$ cat config.mk
export PLATFORM = sky130hd
export DESIGN_NAME = rrbsc_top
export DESIGN_NICKNAME = d
export VERILOG_FILES = /design/src/rrbsc_pkg.sv /design/src/rrbsc_fifo.sv /design/src/rrbsc_top.sv
export VERILOG_INCLUDE_DIRS = /design/src
export SDC_FILE = /design/constraint.sdc
export NUM_CORES = 1
export LEC_CHECK = 0
export BUFFER_PORTS_ARGS = -buffer_cell sky130_fd_sc_hd__buf_4
export CORE_MARGIN = 2
export CORE_UTILIZATION = 45
export CTS_CLUSTER_SIZE = 20
export DETAILED_ROUTE_END_ITERATION = 7
export PLACE_DENSITY = 0.66
export SLEW_MARGIN = 20
export SYNTH_ARGS = -nofsm -noshare
export SYNTH_HDL_FRONTEND = slang
export SYNTH_SLANG_ARGS = --single-unit
$ cat constraint.sdc
create_clock -name clk -period 5.1 [get_ports clk]
set_input_delay 0.255 -clock clk [delete_from_list [all_inputs] [get_ports clk]]
set_output_delay 0.255 -clock clk [all_outputs]
set_load 0.1 [all_outputs]
$ cat src/rrbsc_cfg.svh
// Register map, field positions and reset values of the receive serializer control block.
// Assumes inclusion by bare name from every file that decodes the register map.
`ifndef RRBSC_CFG_SVH
`define RRBSC_CFG_SVH

// ----------------------------------------------------------------------
// Register addresses on the serial host port
// ----------------------------------------------------------------------
`define RRBSC_ADR_CONFIG   6'h05
`define RRBSC_ADR_SERCTL   6'h06
`define RRBSC_ADR_EVEN     6'h07
`define RRBSC_ADR_STAT     6'h08
`define RRBSC_ADR_DATA_A   6'h09
`define RRBSC_ADR_DATA_B   6'h0B

// ----------------------------------------------------------------------
// Reset values
// ----------------------------------------------------------------------
`define RRBSC_RST_CONFIG   8'h01
`define RRBSC_RST_SERCTL   8'h03
`define RRBSC_RST_EVEN     8'h00

// ----------------------------------------------------------------------
// Field positions
// ----------------------------------------------------------------------
`define RRBSC_SERDES_EN    3
`define RRBSC_EOF_LEN_HI   2
`define RRBSC_EOF_LEN_LO   0
`define RRBSC_SPI_WR_BIT   7
`define RRBSC_SPI_ADR_HI   5
// Per-channel nibble: channel A low, channel B high
`define RRBSC_FLD_FULL     2'h0
`define RRBSC_FLD_EOF      2'h1
`define RRBSC_FLD_OVF      2'h2
`define RRBSC_FLD_UNF      2'h3
// Pin drive selections
`define RRBSC_IRQ_SRC      2'h3
`define RRBSC_IRQ_DRAIN    2'h2
`define RRBSC_IRQ_CMOS     2'h1
`define RRBSC_IRQ_CMOS_INV 2'h0

// ----------------------------------------------------------------------
// Sizes and counts
// ----------------------------------------------------------------------
`define RRBSC_LAST_BIT     3'h7
`define RRBSC_FIFO_DEPTH   16

`endif

$ cat src/rrbsc_pkg.sv
// Types shared by the receive serializer control block and its buffer.
// Assumes the including design reads constants from rrbsc_cfg.svh.
package rrbsc_pkg;

	// ----------------------------------------------------------------------
	// Carriers
	// ----------------------------------------------------------------------
	typedef struct packed {
		logic       chan;
		logic       all_valid;
		logic [7:0] data;
	} rrbsc_rx_word_t;

	typedef enum logic [1:0] {RRBSC_SP_IDLE, RRBSC_SP_CMD, RRBSC_SP_DATA} rrbsc_spi_phase_t;

	typedef struct packed {
		logic [7:0] shreg;
		logic [2:0] nbits;
		logic       seen;
		logic [3:0] gap;
	} rrbsc_asm_t;

	typedef struct packed {
		logic [7:0] data;
		logic       full;
		logic       all_valid;
	} rrbsc_dreg_t;

	// ----------------------------------------------------------------------
	// Whole state of the top module
	// ----------------------------------------------------------------------
	typedef struct packed {
		logic                        sclk_s1, sclk_s2, sclk_d;
		logic                        cs_s1, cs_s2;
		logic                        mosi_s1, mosi_s2;
		rrbsc_spi_phase_t            phase;
		logic [2:0]                  bitcnt;
		logic [7:0]                  rx_sh;
		logic [7:0]                  tx_sh;
		logic                        is_wr;
		logic [5:0]                  addr;
		logic [7:0]                  config_reg;
		logic [7:0]                  serctl_reg;
		logic [7:0]                  even_reg;
		logic [7:0]                  pend;
		rrbsc_asm_t [1:0]            asmb;
		rrbsc_dreg_t [1:0]           dreg;
		logic [1:0]                  slot_vld;
		rrbsc_rx_word_t [1:0]        slot;
		logic                        miso;
		logic                        miso_oe;
		logic                        irq_o;
		logic                        irq_oe;
		logic                        sbit;
		logic                        sbit_vld;
	} rrbsc_state_t;

endpackage

$ cat src/rrbsc_fifo.sv
// Synchronous FIFO with valid/ready on both sides.
// Assumes one clock and the active-low asynchronous reset of the block.
`timescale 1ns/1ps
module rrbsc_fifo #(
	parameter int WIDTH = 10,
	parameter int DEPTH = 16
) (
	input  wire logic             clk,
	input  wire logic             rst_n,
	input  wire logic             in_valid,
	output logic                  in_ready,
	input  wire logic [WIDTH-1:0] in_data,
	output logic                  out_valid,
	input  wire logic             out_ready,
	output logic [WIDTH-1:0]      out_data
);
	localparam int AW = $clog2(DEPTH);

	typedef struct packed {
		logic [AW:0]                  wp;
		logic [AW:0]                  rp;
		logic [DEPTH-1:0][WIDTH-1:0]  mem;
	} rrbsc_fifo_st_t;

	rrbsc_fifo_st_t st_reg;
	rrbsc_fifo_st_t st_next;

	// ----------------------------------------------------------------------
	// Flags from pointers; extra bit tells full from empty
	// ----------------------------------------------------------------------
	assign out_valid = (st_reg.wp != st_reg.rp);
	assign in_ready  = (st_reg.wp[AW-1:0] != st_reg.rp[AW-1:0]) || (st_reg.wp[AW] == st_reg.rp[AW]);
	assign out_data  = st_reg.mem[st_reg.rp[AW-1:0]];

	// Push and pop may happen together
	always_comb begin
		st_next = st_reg;
		if (in_valid && in_ready) begin
			st_next.mem[st_reg.wp[AW-1:0]] = in_data;
			st_next.wp = st_reg.wp + 1'b1;
		end
		if (out_valid && out_ready) begin
			st_next.rp = st_reg.rp + 1'b1;
		end
	end

	// State register
	always_ff @(posedge clk or negedge rst_n) begin
		if (!rst_n) begin
			st_reg <= '0;
		end else begin
			st_reg <= st_next;
		end
	end

endmodule

$ cat src/rrbsc_top.sv
// Receive serializer control: host serial port, per-channel byte assembly with
// end-of-frame detection, receive data registers, event flags and interrupt pin.
// Assumes correlator outputs and bit strobe come from logic on clk; host port pins are async.
//
// Notes on behaviour
// - Control bit 3 selects byte or bit-serial
// - Bits 2:0 set end-of-frame gap length
// - Gap counts only in receive, after data
// - End-of-frame when gap exceeds length
// - End-of-frame moves partial byte to register
// - Length zero: first invalid bit ends frame
// - Channel A data at 0x09, B at 0x0B
// - Reading empty data register flags underflow
// - Loading unread data register flags overflow
// - End-of-frame raises enabled interrupt request
// - Every register load flags full
// - Status shows combined flow flag, read clears
// - Two-bit select sets interrupt pin drive
`timescale 1ns/1ps
`include "rrbsc_cfg.svh"
module rrbsc_top #(
	parameter int FIFO_DEPTH = `RRBSC_FIFO_DEPTH
) (
	input  wire logic       clk,
	input  wire logic       rst_n,
	input  wire logic       spi_sclk,
	input  wire logic       spi_cs_n,
	input  wire logic       spi_mosi,
	output logic            spi_miso,
	output logic            spi_miso_oe,
	input  wire logic       rx_mode,
	input  wire logic       bit_strobe,
	input  wire logic [1:0] corr_valid,
	input  wire logic [1:0] corr_bit,
	output logic            serial_bit_pin,
	output logic            serial_bit_valid_pin,
	output logic            irq_o,
	output logic            irq_oe
);
	rrbsc_pkg::rrbsc_state_t   st_reg;
	rrbsc_pkg::rrbsc_state_t   st_next;
	rrbsc_pkg::rrbsc_rx_word_t fifo_in;
	rrbsc_pkg::rrbsc_rx_word_t fifo_out;
	logic                      fifo_in_vld;
	logic                      fifo_in_rdy;
	logic                      fifo_out_vld;
	logic                      fifo_out_rdy;
	logic                      take;
	logic                      pop;
	logic [2:0]                eof_len;

	// Pending bit index inside the per-channel nibble layout
	function automatic logic [2:0] fidx(input logic ch, input logic [1:0] fld);
		return {ch, fld};
	endfunction

	// ----------------------------------------------------------------------
	// Buffer between assembly and data registers
	// ----------------------------------------------------------------------
	assign eof_len      = st_reg.serctl_reg[`RRBSC_EOF_LEN_HI:`RRBSC_EOF_LEN_LO];
	// Strobes are skipped while a slot waits; a full FIFO stalls assembly
	assign take         = bit_strobe && rx_mode && st_reg.serctl_reg[`RRBSC_SERDES_EN]
	                      && (st_reg.slot_vld == 2'h0);
	assign fifo_in_vld  = |st_reg.slot_vld;
	assign fifo_in      = st_reg.slot_vld[0] ? st_reg.slot[0] : st_reg.slot[1];
	// Drain only with the host port idle so a read never races a load
	assign fifo_out_rdy = st_reg.cs_s2;
	assign pop          = fifo_out_vld && fifo_out_rdy;

	rrbsc_fifo #(
		.WIDTH ($bits(rrbsc_pkg::rrbsc_rx_word_t)),
		.DEPTH (FIFO_DEPTH)
	) u_fifo (
		.clk       (clk),
		.rst_n     (rst_n),
		.in_valid  (fifo_in_vld),
		.in_ready  (fifo_in_rdy),
		.in_data   (fifo_in),
		.out_valid (fifo_out_vld),
		.out_ready (fifo_out_rdy),
		.out_data  (fifo_out)
	);

	// ----------------------------------------------------------------------
	// Next-state logic
	// ----------------------------------------------------------------------
	always_comb begin
		logic [7:0]              rx_n;
		logic [7:0]              rdata;
		logic [7:0]              set_v;
		logic [7:0]              clr_v;
		logic                    rise;
		logic                    fall;
		logic [3:0]              gap_n;
		rrbsc_pkg::rrbsc_asm_t   a;
		rx_n    = 8'h00;
		rdata   = 8'h00;
		set_v   = 8'h00;
		clr_v   = 8'h00;
		gap_n   = 4'h0;
		a       = '0;
		st_next = st_reg;
		// Two-flop synchronisers; stage two is read, and for sclk also its one-cycle delay sclk_d
		st_next.sclk_s1 = spi_sclk;
		st_next.sclk_s2 = st_reg.sclk_s1;
		st_next.sclk_d  = st_reg.sclk_s2;
		st_next.cs_s1   = spi_cs_n;
		st_next.cs_s2   = st_reg.cs_s1;
		st_next.mosi_s1 = spi_mosi;
		st_next.mosi_s2 = st_reg.mosi_s1;
		rise = st_reg.sclk_s2 && !st_reg.sclk_d;
		fall = !st_reg.sclk_s2 && st_reg.sclk_d;

		// Bit-serial path mirrors channel A on the pins
		if (st_reg.serctl_reg[`RRBSC_SERDES_EN]) begin
			st_next.sbit     = 1'b0;
			st_next.sbit_vld = 1'b0;
		end else if (bit_strobe) begin
			st_next.sbit     = corr_bit[0];
			st_next.sbit_vld = corr_valid[0] && rx_mode;
		end

		// Byte assembly and end-of-frame per channel
		for (int c = 0; c < 2; c++) begin
			a = st_reg.asmb[c];
			if (!rx_mode || !st_reg.serctl_reg[`RRBSC_SERDES_EN]) begin
				a = '0;
			end else if (take && corr_valid[c]) begin
				a.shreg = {st_reg.asmb[c].shreg[6:0], corr_bit[c]};
				a.seen  = 1'b1;
				a.gap   = 4'h0;
				if (st_reg.asmb[c].nbits == `RRBSC_LAST_BIT) begin
					st_next.slot_vld[c] = 1'b1;
					st_next.slot[c]     = '{chan: c[0], all_valid: 1'b1, data: a.shreg};
					a                   = '{shreg: 8'h00, nbits: 3'h0, seen: 1'b1, gap: 4'h0};
				end else begin
					a.nbits = 3'(st_reg.asmb[c].nbits + 3'h1);
				end
			end else if (take && st_reg.asmb[c].seen) begin
				gap_n = 4'(st_reg.asmb[c].gap + 4'h1);
				if (gap_n > {1'b0, eof_len}) begin
					set_v[fidx(c[0], `RRBSC_FLD_EOF)] = 1'b1;
					if (st_reg.asmb[c].nbits != 3'h0) begin
						st_next.slot_vld[c] = 1'b1;
						st_next.slot[c]     = '{chan: c[0], all_valid: 1'b0,
						                        data: st_reg.asmb[c].shreg};
					end
					a = '0;
				end else begin
					a.gap = gap_n;
				end
			end
			st_next.asmb[c] = a;
		end

		// Slot handed to the FIFO, channel A first
		if (fifo_in_vld && fifo_in_rdy) begin
			if (st_reg.slot_vld[0]) begin
				st_next.slot_vld[0] = 1'b0;
			end else begin
				st_next.slot_vld[1] = 1'b0;
			end
		end

		// Load of a data register from the FIFO
		if (pop) begin
			if (st_reg.dreg[fifo_out.chan].full) begin
				set_v[fidx(fifo_out.chan, `RRBSC_FLD_OVF)] = 1'b1;
			end
			set_v[fidx(fifo_out.chan, `RRBSC_FLD_FULL)] = 1'b1;
			st_next.dreg[fifo_out.chan] = '{data: fifo_out.data, full: 1'b1,
			                                all_valid: fifo_out.all_valid};
		end

		// Host serial port, mode 0, command byte then data byte
		if (st_reg.cs_s2) begin
			st_next.phase  = rrbsc_pkg::RRBSC_SP_IDLE;
			st_next.bitcnt = 3'h0;
			st_next.miso   = 1'b0;
		end else begin
			unique case (st_reg.phase)
				rrbsc_pkg::RRBSC_SP_IDLE: begin
					st_next.phase = rrbsc_pkg::RRBSC_SP_CMD;
					st_next.tx_sh = 8'h00;
				end
				rrbsc_pkg::RRBSC_SP_CMD, rrbsc_pkg::RRBSC_SP_DATA: begin
					if (rise) begin
						rx_n           = {st_reg.rx_sh[6:0], st_reg.mosi_s2};
						st_next.rx_sh  = rx_n;
						st_next.bitcnt = 3'(st_reg.bitcnt + 3'h1);
					end
					if (rise && st_reg.bitcnt == `RRBSC_LAST_BIT
					    && st_reg.phase == rrbsc_pkg::RRBSC_SP_CMD) begin
						st_next.phase = rrbsc_pkg::RRBSC_SP_DATA;
						st_next.is_wr = rx_n[`RRBSC_SPI_WR_BIT];
						st_next.addr  = rx_n[`RRBSC_SPI_ADR_HI:0];
						if (!rx_n[`RRBSC_SPI_WR_BIT]) begin
							// Read side effects happen when the address is known
							case (rx_n[`RRBSC_SPI_ADR_HI:0])
								`RRBSC_ADR_CONFIG: rdata = st_reg.config_reg;
								`RRBSC_ADR_SERCTL: rdata = st_reg.serctl_reg;
								`RRBSC_ADR_EVEN:   rdata = st_reg.even_reg;
								`RRBSC_ADR_STAT: begin
									for (int c = 0; c < 2; c++) begin
										rdata[fidx(c[0], `RRBSC_FLD_FULL)] =
											st_reg.pend[fidx(c[0], `RRBSC_FLD_FULL)];
										rdata[fidx(c[0], `RRBSC_FLD_EOF)] =
											st_reg.pend[fidx(c[0], `RRBSC_FLD_EOF)];
										rdata[fidx(c[0], `RRBSC_FLD_OVF)] =
											st_reg.pend[fidx(c[0], `RRBSC_FLD_OVF)]
											| st_reg.pend[fidx(c[0], `RRBSC_FLD_UNF)];
										rdata[fidx(c[0], `RRBSC_FLD_UNF)] =
											st_reg.dreg[c].all_valid;
									end
									clr_v = 8'hFF;
								end
								`RRBSC_ADR_DATA_A, `RRBSC_ADR_DATA_B: begin
									rdata = st_reg.dreg[rx_n[1]].data;
									if (st_reg.dreg[rx_n[1]].full) begin
										st_next.dreg[rx_n[1]].full = 1'b0;
									end else begin
										set_v[fidx(rx_n[1], `RRBSC_FLD_UNF)] = 1'b1;
									end
								end
								default: rdata = 8'h00;
							endcase
							st_next.tx_sh = rdata;
						end
					end else if (rise && st_reg.bitcnt == `RRBSC_LAST_BIT && st_reg.is_wr) begin
						// Reserved bits are stored as written
						unique case (st_reg.addr)
							`RRBSC_ADR_CONFIG: st_next.config_reg = rx_n;
							`RRBSC_ADR_SERCTL: st_next.serctl_reg = rx_n;
							`RRBSC_ADR_EVEN:   st_next.even_reg   = rx_n;
							default: ;
						endcase
					end
					if (fall) begin
						st_next.miso  = st_reg.tx_sh[7];
						st_next.tx_sh = {st_reg.tx_sh[6:0], 1'b0};
					end
				end
			endcase
		end
		st_next.miso_oe = !st_reg.cs_s2;
		// Set wins over a clear in the same cycle
		st_next.pend = (st_reg.pend & ~clr_v) | set_v;
		// Interrupt pin drive, one cycle behind the flags
		unique case (st_reg.config_reg[1:0])
			`RRBSC_IRQ_SRC: begin
				st_next.irq_o  = 1'b1;
				st_next.irq_oe = |(st_reg.pend & st_reg.even_reg);
			end
			`RRBSC_IRQ_DRAIN: begin
				st_next.irq_o  = 1'b0;
				st_next.irq_oe = |(st_reg.pend & st_reg.even_reg);
			end
			`RRBSC_IRQ_CMOS: begin
				st_next.irq_o  = |(st_reg.pend & st_reg.even_reg);
				st_next.irq_oe = 1'b1;
			end
			`RRBSC_IRQ_CMOS_INV: begin
				st_next.irq_o  = ~|(st_reg.pend & st_reg.even_reg);
				st_next.irq_oe = 1'b1;
			end
		endcase
	end

	// State register; port synchronisers reset to the idle levels
	always_ff @(posedge clk or negedge rst_n) begin
		if (!rst_n) begin
			st_reg            <= '0;
			st_reg.cs_s1      <= 1'b1;
			st_reg.cs_s2      <= 1'b1;
			st_reg.config_reg <= `RRBSC_RST_CONFIG;
			st_reg.serctl_reg <= `RRBSC_RST_SERCTL;
			st_reg.even_reg   <= `RRBSC_RST_EVEN;
			st_reg.irq_oe     <= 1'b1;
		end else begin
			st_reg <= st_next;
		end
	end

	assign spi_miso             = st_reg.miso;
	assign spi_miso_oe          = st_reg.miso_oe;
	assign serial_bit_pin       = st_reg.sbit;
	assign serial_bit_valid_pin = st_reg.sbit_vld;
	assign irq_o                = st_reg.irq_o;
	assign irq_oe               = st_reg.irq_oe;
endmodule

Word level (Yosys, flattened, before mapping). Cells that the tools add are included. W data, S select, Z words.

Output and inout port bits: 6. Bits of input ports: 11. Word-level logic and storage cells: 294. Flip-flop bits (word level): 317.

Eq/ne operators: 25. Reduce and logical (&&, ||, !) cells: 64. Bitwise operators: 12. Multiplexer cells: 109. Order comparisons: 15. Add/subtract/negate cells: 7.

Operator list (number): $bwmux W160 (1); $mux W10 (16); $mux W8 (20); $mux W20 (7); $mux W16 (6); $bmux W10 S4 (1); $bwmux W20 (2); $demux W10 S4 (1); $pmux W8 S5 (1); $eq A6 B3 Y1 const B (6); $mux W1 (28); $reduce_and A5 Y1 (5); $mux W12 (2); $mux W11 (2); $logic_and A1 B1 Y1 (21); $demux W10 S1 (2); $reduce_bool A2 Y1 (10); $eq A6 B4 Y1 const B (3); $reduce_bool A3 Y1 (6); $and A8 B8 Y8 (2); $or A8 B8 Y8 (2); $pmux W8 S2 (1); $mux W15 (1); $mux W2 (7); 37 further kinds (79).

Longest topological paths before layout. Gate-level depths: netlist of the first run.

Depth after elaboration: 20. Gate-level depth with buffers: 9. Depth with buffers taken out: 8.

Cells and area by module. A second synthesis of the first run with hierarchy kept.

Cells, all modules: 1195. Area, all modules: 15285.9 µm².

By module, submodules not included: rrbsc_fifo (instances 1, cells an instance 530, sequential area each 4254.1 µm², area an instance 8075.2 µm²); rrbsc_top (instances 1, cells an instance 665, sequential area each 3636.0 µm², area an instance 7210.7 µm²).

Worst setup path after synthesis of the first run. OpenSTA, ideal clock, no wires.

Path kind: flip-flop to flip-flop. Start point: reg st_reg[64] (netlist name). End point: reg st_reg[16] (netlist name). Path slack: 2.639 ns. Period minus slack after synthesis: 2.461 ns. Data arrival time: 2.335 ns. Buffers on the path: 0. Cell stages (with the launch flop): 9. Required time: 4.974 ns. Library setup time: 0.126 ns. Cell sequence: dfrtp_1 -> ha_1 -> ha_1 -> nor2b_1 -> o21a_1 -> o21ai_1 -> a2111oi_4 -> a21oi_2 -> a221o_1.

Word-level cells in the longest chain between the ends: 4.

RTL lines: start, declared (line rrbsc_top.sv:40) `rrbsc_pkg::rrbsc_state_t st_reg;`; start signal, assigned (line rrbsc_top.sv:280) `st_reg <= st_next;`; $add A4 B1 Y4 (line rrbsc_top.sv:140) `gap_n = 4'(st_reg.asmb[c].gap + 4'h1);`; $gt A4 B3 Y1 (line rrbsc_top.sv:141) `if (gap_n > {1'b0, eof_len}) begin`; $reduce_bool A2 Y1 (no source line); $reduce_and A5 Y1 (no source line).

No other way between the ends. A chain may end at the register's enable or synchronous reset.

Worst setup path in the final report of the first run.
Start point: reg u_fifo.st_reg[162] (netlist name). End point: reg st_reg[47] (netlist name).

Word-level cells in the longest chain between the ends: 15. Elaborated cells between the ends (all ways): 18. Those cells by class: order compare (2); eq/ne (1); mux (13); reduce/logical (2).

RTL lines: start, declared (line rrbsc_fifo.sv:25) `rrbsc_fifo_st_t st_reg;`; start signal, assigned (line rrbsc_fifo.sv:52) `st_reg <= st_next;`; $bmux W10 S4 (line rrbsc_fifo.sv:33) `assign out_data = st_reg.mem[st_reg.rp[AW-1:0]];`; $mux W10 (implied by the code) (line rrbsc_fifo.sv:33); $lt A1 B2 Y1 (implied by the code) or $ge A1 B1 Y1 (tied branches) (line rrbsc_top.sv:171) `st_next.dreg[fifo_out.chan] = '{data: fifo_out.data, full: 1'b1,`; $logic_and A1 B1 Y1 (implied by the code) (line rrbsc_top.sv:171); $mux W10 (implied by the code) (line rrbsc_top.sv:171); $demux W10 S1 (line rrbsc_top.sv:171); $bwmux W20 (line rrbsc_top.sv:171); $mux W20 (*) (line rrbsc_top.sv:166) `if (pop) begin`; $bwmux W20 (line rrbsc_top.sv:220) `st_next.dreg[rx_n[1]].full = 1'b0;`; $mux W20 (line rrbsc_top.sv:219) `if (st_reg.dreg[rx_n[1]].full) begin`; $mux W20 (line rrbsc_top.sv:199) `` case (rx_n[`RRBSC_SPI_ADR_HI:0]) ``; $mux W20 (line rrbsc_top.sv:197) `` if (!rx_n[`RRBSC_SPI_WR_BIT]) begin ``; $mux W20 (line rrbsc_top.sv:192) `` if (rise && st_reg.bitcnt == `RRBSC_LAST_BIT ``; $mux W20 (line rrbsc_top.sv:181) `unique case (st_reg.phase)`; $mux W20 (*) (line rrbsc_top.sv:176) `if (st_reg.cs_s2) begin`.

Every way passes the cells marked *; elsewhere a longest branch is shown, timed or not. The select of a mux whose other input is x is not followed.

==> results of run 1 <==
==> kinds of logic (layout without fill, tap and decap cells) <==
| family | count (synthesis) | in the layout | share of synthesized area [%] |
|---|---|---|---|
| muxes | 136 | 136 | 13.9 |
| buffers and inverters | 106 | 125 | 3.08 |
| and+or+nand+nor | 357 | 357 | 11.3 |
| AOI/OAI and AO/OA | 301 | 301 | 13.0 |
| adders and majority gates | 22 | 22 | 1.94 |
| DFF | 315 | 315 | 55.6 |
| xor gates and xnor gates | 19 | 19 | 1.17 |
==> Yosys cell counts (3+ instances only) <==
cell / n / area share [%]
mux2_2: 20 / 1.6
clkbuf_1: 63 / 1.7
a21oi_1: 28 / 0.99
nand4_1: 7 / 0.31
nand3_1: 20 / 0.71
and3_1: 11 / 0.49
nand4b_1: 3 / 0.19
ha_1: 22 / 1.9
mux2_4: 8 / 0.85
mux4_2: 39 / 6.2
a22o_1: 27 / 1.7
a211oi_1: 10 / 0.53
o21a_1: 3 / 0.16
inv_1: 21 / 0.56
mux2_1: 44 / 3.5
a22oi_1: 7 / 0.37
mux2i_1: 25 / 1.8
dfrtp_1: 309 / 55
xnor2_1: 11 / 0.68
a221o_1: 11 / 0.78
o21ai_1: 176 / 6.2
and2_1: 13 / 0.57
nand2b_1: 10 / 0.44
o2bb2ai_1: 3 / 0.19
nor3_1: 3 / 0.11
a31oi_1: 4 / 0.18
nand2_1: 229 / 6.1
nor2b_1: 18 / 0.79
a21o_1: 3 / 0.16
buf_2: 19 / 0.67
o221ai_1: 3 / 0.19
o21ai_0: 8 / 0.28
nor2_1: 28 / 0.74
xor2_1: 8 / 0.49
dfstp_2: 6 / 1.1
==> metrics by stage <==
step	worst slack, ps	cell area (um^2)	total power, uW	utilization [%]	hold WS, ps
4_1_cts	2010	15900	6250	50.7	19.5
3_3_place_gp	2010	14600	3660	46.7	222
3_5_place_dp	2000	14600	3680	46.7	222
5_1_grt	1830	15900	6430	50.7	47.7
2_1_floorplan	2640	14200	3390	-	-40.6
6_report	2000	15900	6190	50.7	43.3
==> worst reg2reg max path, delay by kind of cell, from the launching register on <==
family / cells / cell delay, ps
AO/OA/AOI/OAI: 2 / 380
buffers and inverters: 1 / 480
flip-flops: 1 / 890
multiplexers: 2 / 640
AND/OR/NAND/NOR: 1 / 600
==> worst min path at each step <==
| stage | cells after the start | endpoint |
|---|---|---|
| 2_1_floorplan | 0 | eof_len[2] |
| 3_3_place_gp | 1 | st_next[145] |
| 3_5_place_dp | 1 | st_next[145] |
| 4_1_cts | 3 | serial_bit_valid_pin |
| 5_1_grt | 3 | serial_bit_valid_pin |
| 6_report | 3 | serial_bit_valid_pin |
==> cells in the final DEF, fill, tap and decap left out, types with 8 or more instances in the layout <==
cell type  synthesis  final
buf_4              0     32
mux2i_1           25     25
nor2_1            28     28
ha_1              22     22
and2_1            13     13
mux4_2            39     39
nor2b_1           18     18
o21ai_0            8      8
mux2_4             8      8
xor2_1             8      8
and3_1            11     11
nand2_1          229    229
xnor2_1           11     11
nand3_1           20     20
a21oi_1           28     28
a22o_1            27     27
clkbuf_16          0     37
dfrtp_1          309    307
a221o_1           11     11
a211oi_1          10     10
o21ai_1          176    176
mux2_1            44     44
nand2b_1          10     10
inv_1             21     21
mux2_2            20     20
==> timing repair <==
action                                 in CTS  in global routing
endpoints found under the hold margin      55                  0
hold buffers                                6                  0
setup endpoints to repair                   0                  0
==> power groups by stage <==
stage               sequential (uW)  combinational [uW]  clock [uW]
floorplan                      2720                 667           0
global placement               2830                 834           0
detailed placement             2830                 847           0
CTS                            2790                 851        2610
global route                   2810                 906        2720
finish                         2790                 840        2560
==> layout make-up <==
class / count / area, um^2 / share of cell area, %
sequential: 315 / 7890 / 49.8
multi-input combinational: 835 / 5860 / 37.0
clock buffer: 49 / 1020 / 6.44
tap: 402 / 503 / 3.17
timing repair buffer: 41 / 347 / 2.18
clock inverter: 14 / 158 / 0.994
inverter: 21 / 78.8 / 0.497
==> per-layer routing <==
layer / wire (um) / track usage (%) / vias to the layer above
met2: 14600 / 31.6 / 197
met4: 801 / 6.08 / 0
met5: 0 / 0 / -
li1: - / - / 4480
met1: 14300 / 28.1 / 4682
met3: 1290 / 2.75 / 52
==> reports/metrics.csv, run 1 <==
metric;value;unit
gp_congestion;0.811;
r2r-end;st_reg[47];
period_share;60.8;%
synthesis.area;14200;um^2
fmaxAchievable;0.322;GHz
slowest_stage;dfrtp_1;
cts_buffer_depth;3;
fillCellCount;2711;
peakVddDrop;0.213;mV
critPathCapture;st_reg[47];
crit_chain;buf_4 -> mux4_2 -> a2bb2oi_1 -> a22oi_4 -> nor2b_2 -> mux2_1;
place.port_buffers;16;
rsz0062_at_grt;no;
cts_buffers;36;
largest_reg_flops;170;
grt_pass1_wl;52000;um
cts_resized;0;
die_area;33000;um^2
drt_iter0_markers;688;
first_pass_iters;5;
hp-class;in -> reg;
clkPwrFrac;41.3;%
cp.depth;6;
setup_tns;0;ps
p_leak;0.00702;uW
num-nets-final;1283;
critical_path.startpoint;u_fifo.st_reg[162];
floorplan.initialDensity;45.3;%
path_max_fanout;22;
crit_arrival;3500;ps
slowest_delay;890;ps
ff2ff_setup_slack;2000;ps
syn_inst;1256;
core_area;31300;um^2
drv_cap;0;
vias_per_cell;5.61;
final_cells;1677;
setup_viol;0;
clk_pin_slew;60;ps
die_w;182;um
crit_required;5500;ps
ant_nets;0;
yosysSeqAreaShare;55.6;%
avgSynthCellArea;11.3;um^2
track_usage;19.7;%
ys_warn_count;0;
layout-drive-gt1-share;13.8;%
holdCritStartpoint;rx_mode;
yosysUniqueCellTypes;62;
routedWlPerCell;18.5;um
grt_pass1_vias;9498;
crit_path_start_kind;register;
post-route-min-period;3100;ps
synth-async-reset-ratio;100;%
vias;9411;
ff2ff_path_depth;6;
rows;65;
netSwitchingFraction;26.8;%
combPwrFrac;13.6;%
tritoncts;yes;
worst_pin_slew;1040;ps
dp_hpwl;20000;um
grt_antenna_before_repair;0;
antenna_cells;0;
critical-path-top-delay-family;flip-flops;
dpl.cell_count;1608;
synthFlopType;dfrtp_1;
drt-total-wl;30900;um
grt_max_degree;116;
relSlewSlack;30.2;%
r2r_start;u_fifo.st_reg[162];
crit_buf_inv;1;
ios;17;
syn-num-nets;1289;
outcome;finished, final reports clean;
clock_latency;520;ps
p_int;4530;uW
power_switching;1660;uW
synth-edff-count;0;
finalHoldViolCount;0;
area_growth;11.8;%
post_cts_buffers;0;
post-route-drc-count;0;
drv_slew;0;
end_kind;register;
clock_skew;23.6;ps
seqPwrFrac;45.1;%
cellPowerDensity;390;nW/um^2
cts_max_level;2;
critPathKind;reg -> reg;
ys_ff_latch;315;
overflow;0;
cts.sinks;315;
die_y;182;um
clockRootBuffer;clkbuf_16;
No activity file was read; power rests on OpenSTA's default activity.
==> run 2: changes to the inputs <==
Settings changed: ABC_AREA from default to 1.
Clock period 5.1 ns to 2.9 ns, I/O delays scaled along.
==> reports/metrics.csv, run 2 <==
metric;value;unit;change
outcome;finished, final reports clean;;unchanged
grt_pass1_wl;60800;um;was 52000 um
met2_length;16400;um;was 14600 um
core_area;31800;um^2;was 31300 um^2
ys_ff_latch;315;;unchanged
ys_warn_count;0;;unchanged
period_share;85.7;%;was 60.8%
setup_tns;0;ps;unchanged
rows;65;;unchanged
area_growth;12.5;%;was 11.8%
ant_nets;0;;unchanged
rsz0062_at_grt;no;;unchanged
finalHoldViolCount;0;;unchanged
synth-async-reset-ratio;100;%;unchanged
dpl.cell_count;2106;;was 1608
path_max_fanout;9;;was 22
cts.sinks;315;;unchanged
ios;17;;unchanged
final_cells;2182;;was 1677
hold_buffers;12;;was 6
post_cts_buffers;0;;unchanged
place_ws;405;ps;was 2000 ps
synth-edff-count;0;;unchanged
final_common_cell;nand2_1;;was dfrtp_1
die_area;33900;um^2;was 33000 um^2
multi_input_area;5850;um^2;was 5860 um^2
antenna_cells;0;;unchanged
die_w;184;um;was 182 um
seq_area;7890;um^2;unchanged
drt_iter0_markers;1202;;was 688
crit_required;3320;ps;was 5500 ps
cts_buffer_depth;3;;unchanged
crit_arrival;2910;ps;was 3500 ps
synth.top_cell.area_share;52.9;%;was 54.5%
yosysUniqueCellTypes;43;;was 62
die_y;184;um;was 182 um
post-route-drc-count;0;;unchanged
layout-drive-gt1-share;8.99;%;was 13.8%
fmaxAchievable;0.402;GHz;was 0.322 GHz
synthFlopType;dfrtp_1;;unchanged
first_pass_iters;6;;was 5
dp_hpwl;23400;um;was 20000 um
final_cell_mix;nand2_1, o21ai_0, dfrtp_1;;was dfrtp_1, nand2_1, o21ai_1
p_leak;0.00766;uW;was 0.00702 uW
vias;11800;;was 9411
num-nets-final;1754;;was 1283
setup_viol;0;;unchanged
yosys.area.top_type;dfrtp_1;;unchanged
worst_pin_slew;1020;ps;was 1040 ps
routedWlPerCell;16.6;um;was 18.5 um
cellPowerDensity;736;nW/um^2;was 390 nW/um^2
hp-class;in -> reg;;unchanged
yosysMostFrequentCell;nand2_1;;was dfrtp_1
cts_buffers;36;;unchanged
top_layer;met4;;unchanged
relSlewSlack;31.9;%;was 30.2%
syn-num-nets;1751;;was 1289
crit_path_start_kind;register;;unchanged
clock_latency;510;ps;was 520 ps
place.port_buffers;16;;unchanged
synth_common_cells;nand2_1, o21ai_0, dfrtp_1;;was dfrtp_1, nand2_1, o21ai_1
track_usage;22.4;%;was 19.7%
wl_met3;1840;um;was 1290 um
grt_pass1_vias;11400;;was 9498
clk_pin_slew;60;ps;about the same
final_util;51.7;%;was 50.7%
vias_per_cell;5.39;;was 5.61
syn_inst;1718;;was 1256
drt-total-wl;36200;um;was 30900 um
cts_max_level;2;;unchanged
synthTopCellsByArea;dfrtp_1, nand2_1, o21ai_0;;was dfrtp_1, o21ai_1, mux4_2
yosysSeqAreaShare;54.0;%;was 55.6%
clockRootBuffer;clkbuf_16;;unchanged
gp_congestion;0.890;;was 0.811
grt_max_degree;86;;was 116
met1_length;17100;um;was 14300 um
cts_resized;0;;unchanged
post-route-min-period;2480;ps;was 3100 ps
end_kind;register;;unchanged
finalPower;12100;uW;was 6190 uW
clock_skew;13.6;ps;was 23.6 ps
avgSynthCellArea;8.51;um^2;was 11.3 um^2
critPathKind;reg -> reg;;unchanged
overflow;0;;unchanged
worst_slack;415;ps;was 2000 ps
drv_slew;0;;unchanged
tritoncts;yes;;unchanged
synthesis.area;14600;um^2;was 14200 um^2
drv_cap;0;;unchanged
fillCellCount;2943;;was 2711
floorplan.initialDensity;46.0;%;was 45.3%
grt_antenna_before_repair;0;;unchanged
peakVddDrop;0.403;mV;was 0.213 mV
largest_reg_flops;170;;unchanged
run 2: cell types whose count changed in the layout (fill, tap and decap cells not counted), moves of 25 or more:
cell	previous run	this run
a22o_1	27	2
inv_1	21	103
mux2_1	44	0
mux4_2	39	0
nand2_1	229	436
nand3_1	20	90
nor2_1	28	144
o21ai_0	8	309
o21ai_1	176	37
run 2: final cells by class:
| cell class | instances | area share (%) |
|---|---|---|
| flip-flops and latches | 315 | 48.0 |
| clock inverters | 11 | 0.662 |
| multi-input cells | 1197 | 35.6 |
| well taps | 435 | 3.31 |
| inverters | 110 | 2.51 |
| repair buffers | 61 | 3.39 |
| clock buffers | 53 | 6.54 |
run 2: path summary, 6_finish.rpt:
kind | slack, ps | to | from | depth (start not counted)
hold / removal | 190 | st_reg[52] | corr_valid[0] | 3
setup reg to reg | 420 | st_reg[54] | st_reg[48] | 10
setup / recovery | 420 | st_reg[54] | st_reg[48] | 10
max in group asynchronous | 1720 | eof_len[1] | rst_n | 3
min in group asynchronous | 240 | u_fifo.st_reg[1] | rst_n | 2
hold reg to reg | 350 | st_reg[140] | st_next[140] | 0
run 2: critical path, stage by stage (launching register included):
cell and delay, ps:
dfrtp_1 420, ha_1 230, xnor2_1 170, inv_1 70, ha_1 310, a21oi_1 120, o21ai_0 80, a21oi_1 220
nand2b_1 270, nand2_1 260, o21ai_0 240
run 2: logic make-up (layout without fill, tap and decap cells):
| kind of cell | count (synthesis) | in the layout | share of synthesized area, % |
|---|---|---|---|
| flops | 315 | 315 | 54.0 |
| compound gates | 424 | 424 | 15.6 |
| mux | 6 | 6 | 0.411 |
| buf+inv | 206 | 235 | 6.05 |
| fa+ha+maj | 22 | 22 | 1.88 |
| xor+xnor | 17 | 17 | 1.02 |
| simple gates | 728 | 728 | 21.0 |
run 2: per-layer routing:
| layer | GRT usage (%) | vias to the layer above |
|---|---|---|
| li1 | - | 5682 |
| met1 | 32.6 | 5728 |
| met2 | 35.2 | 307 |
| met4 | 6.53 | 0 |
| met5 | 0 | - |
| met3 | 2.81 | 54 |
run 2: stage by stage:
stage | hold slack, ps | cell area (um^2)
detailed placement | 205 | 15100
floorplan | -151 | 14600
CTS | 170 | 16400
global route | 224 | 16400
finish | 190 | 16400
global placement | 201 | 15100
run 2: where the power goes:
| group | switching (uW) | leakage, uW | internal, uW |
|---|---|---|---|
| clock | 1770 | 0.000593 | 2750 |
| combinational | 1970 | 0.00284 | 879 |
| sequential | 153 | 0.00423 | 4590 |
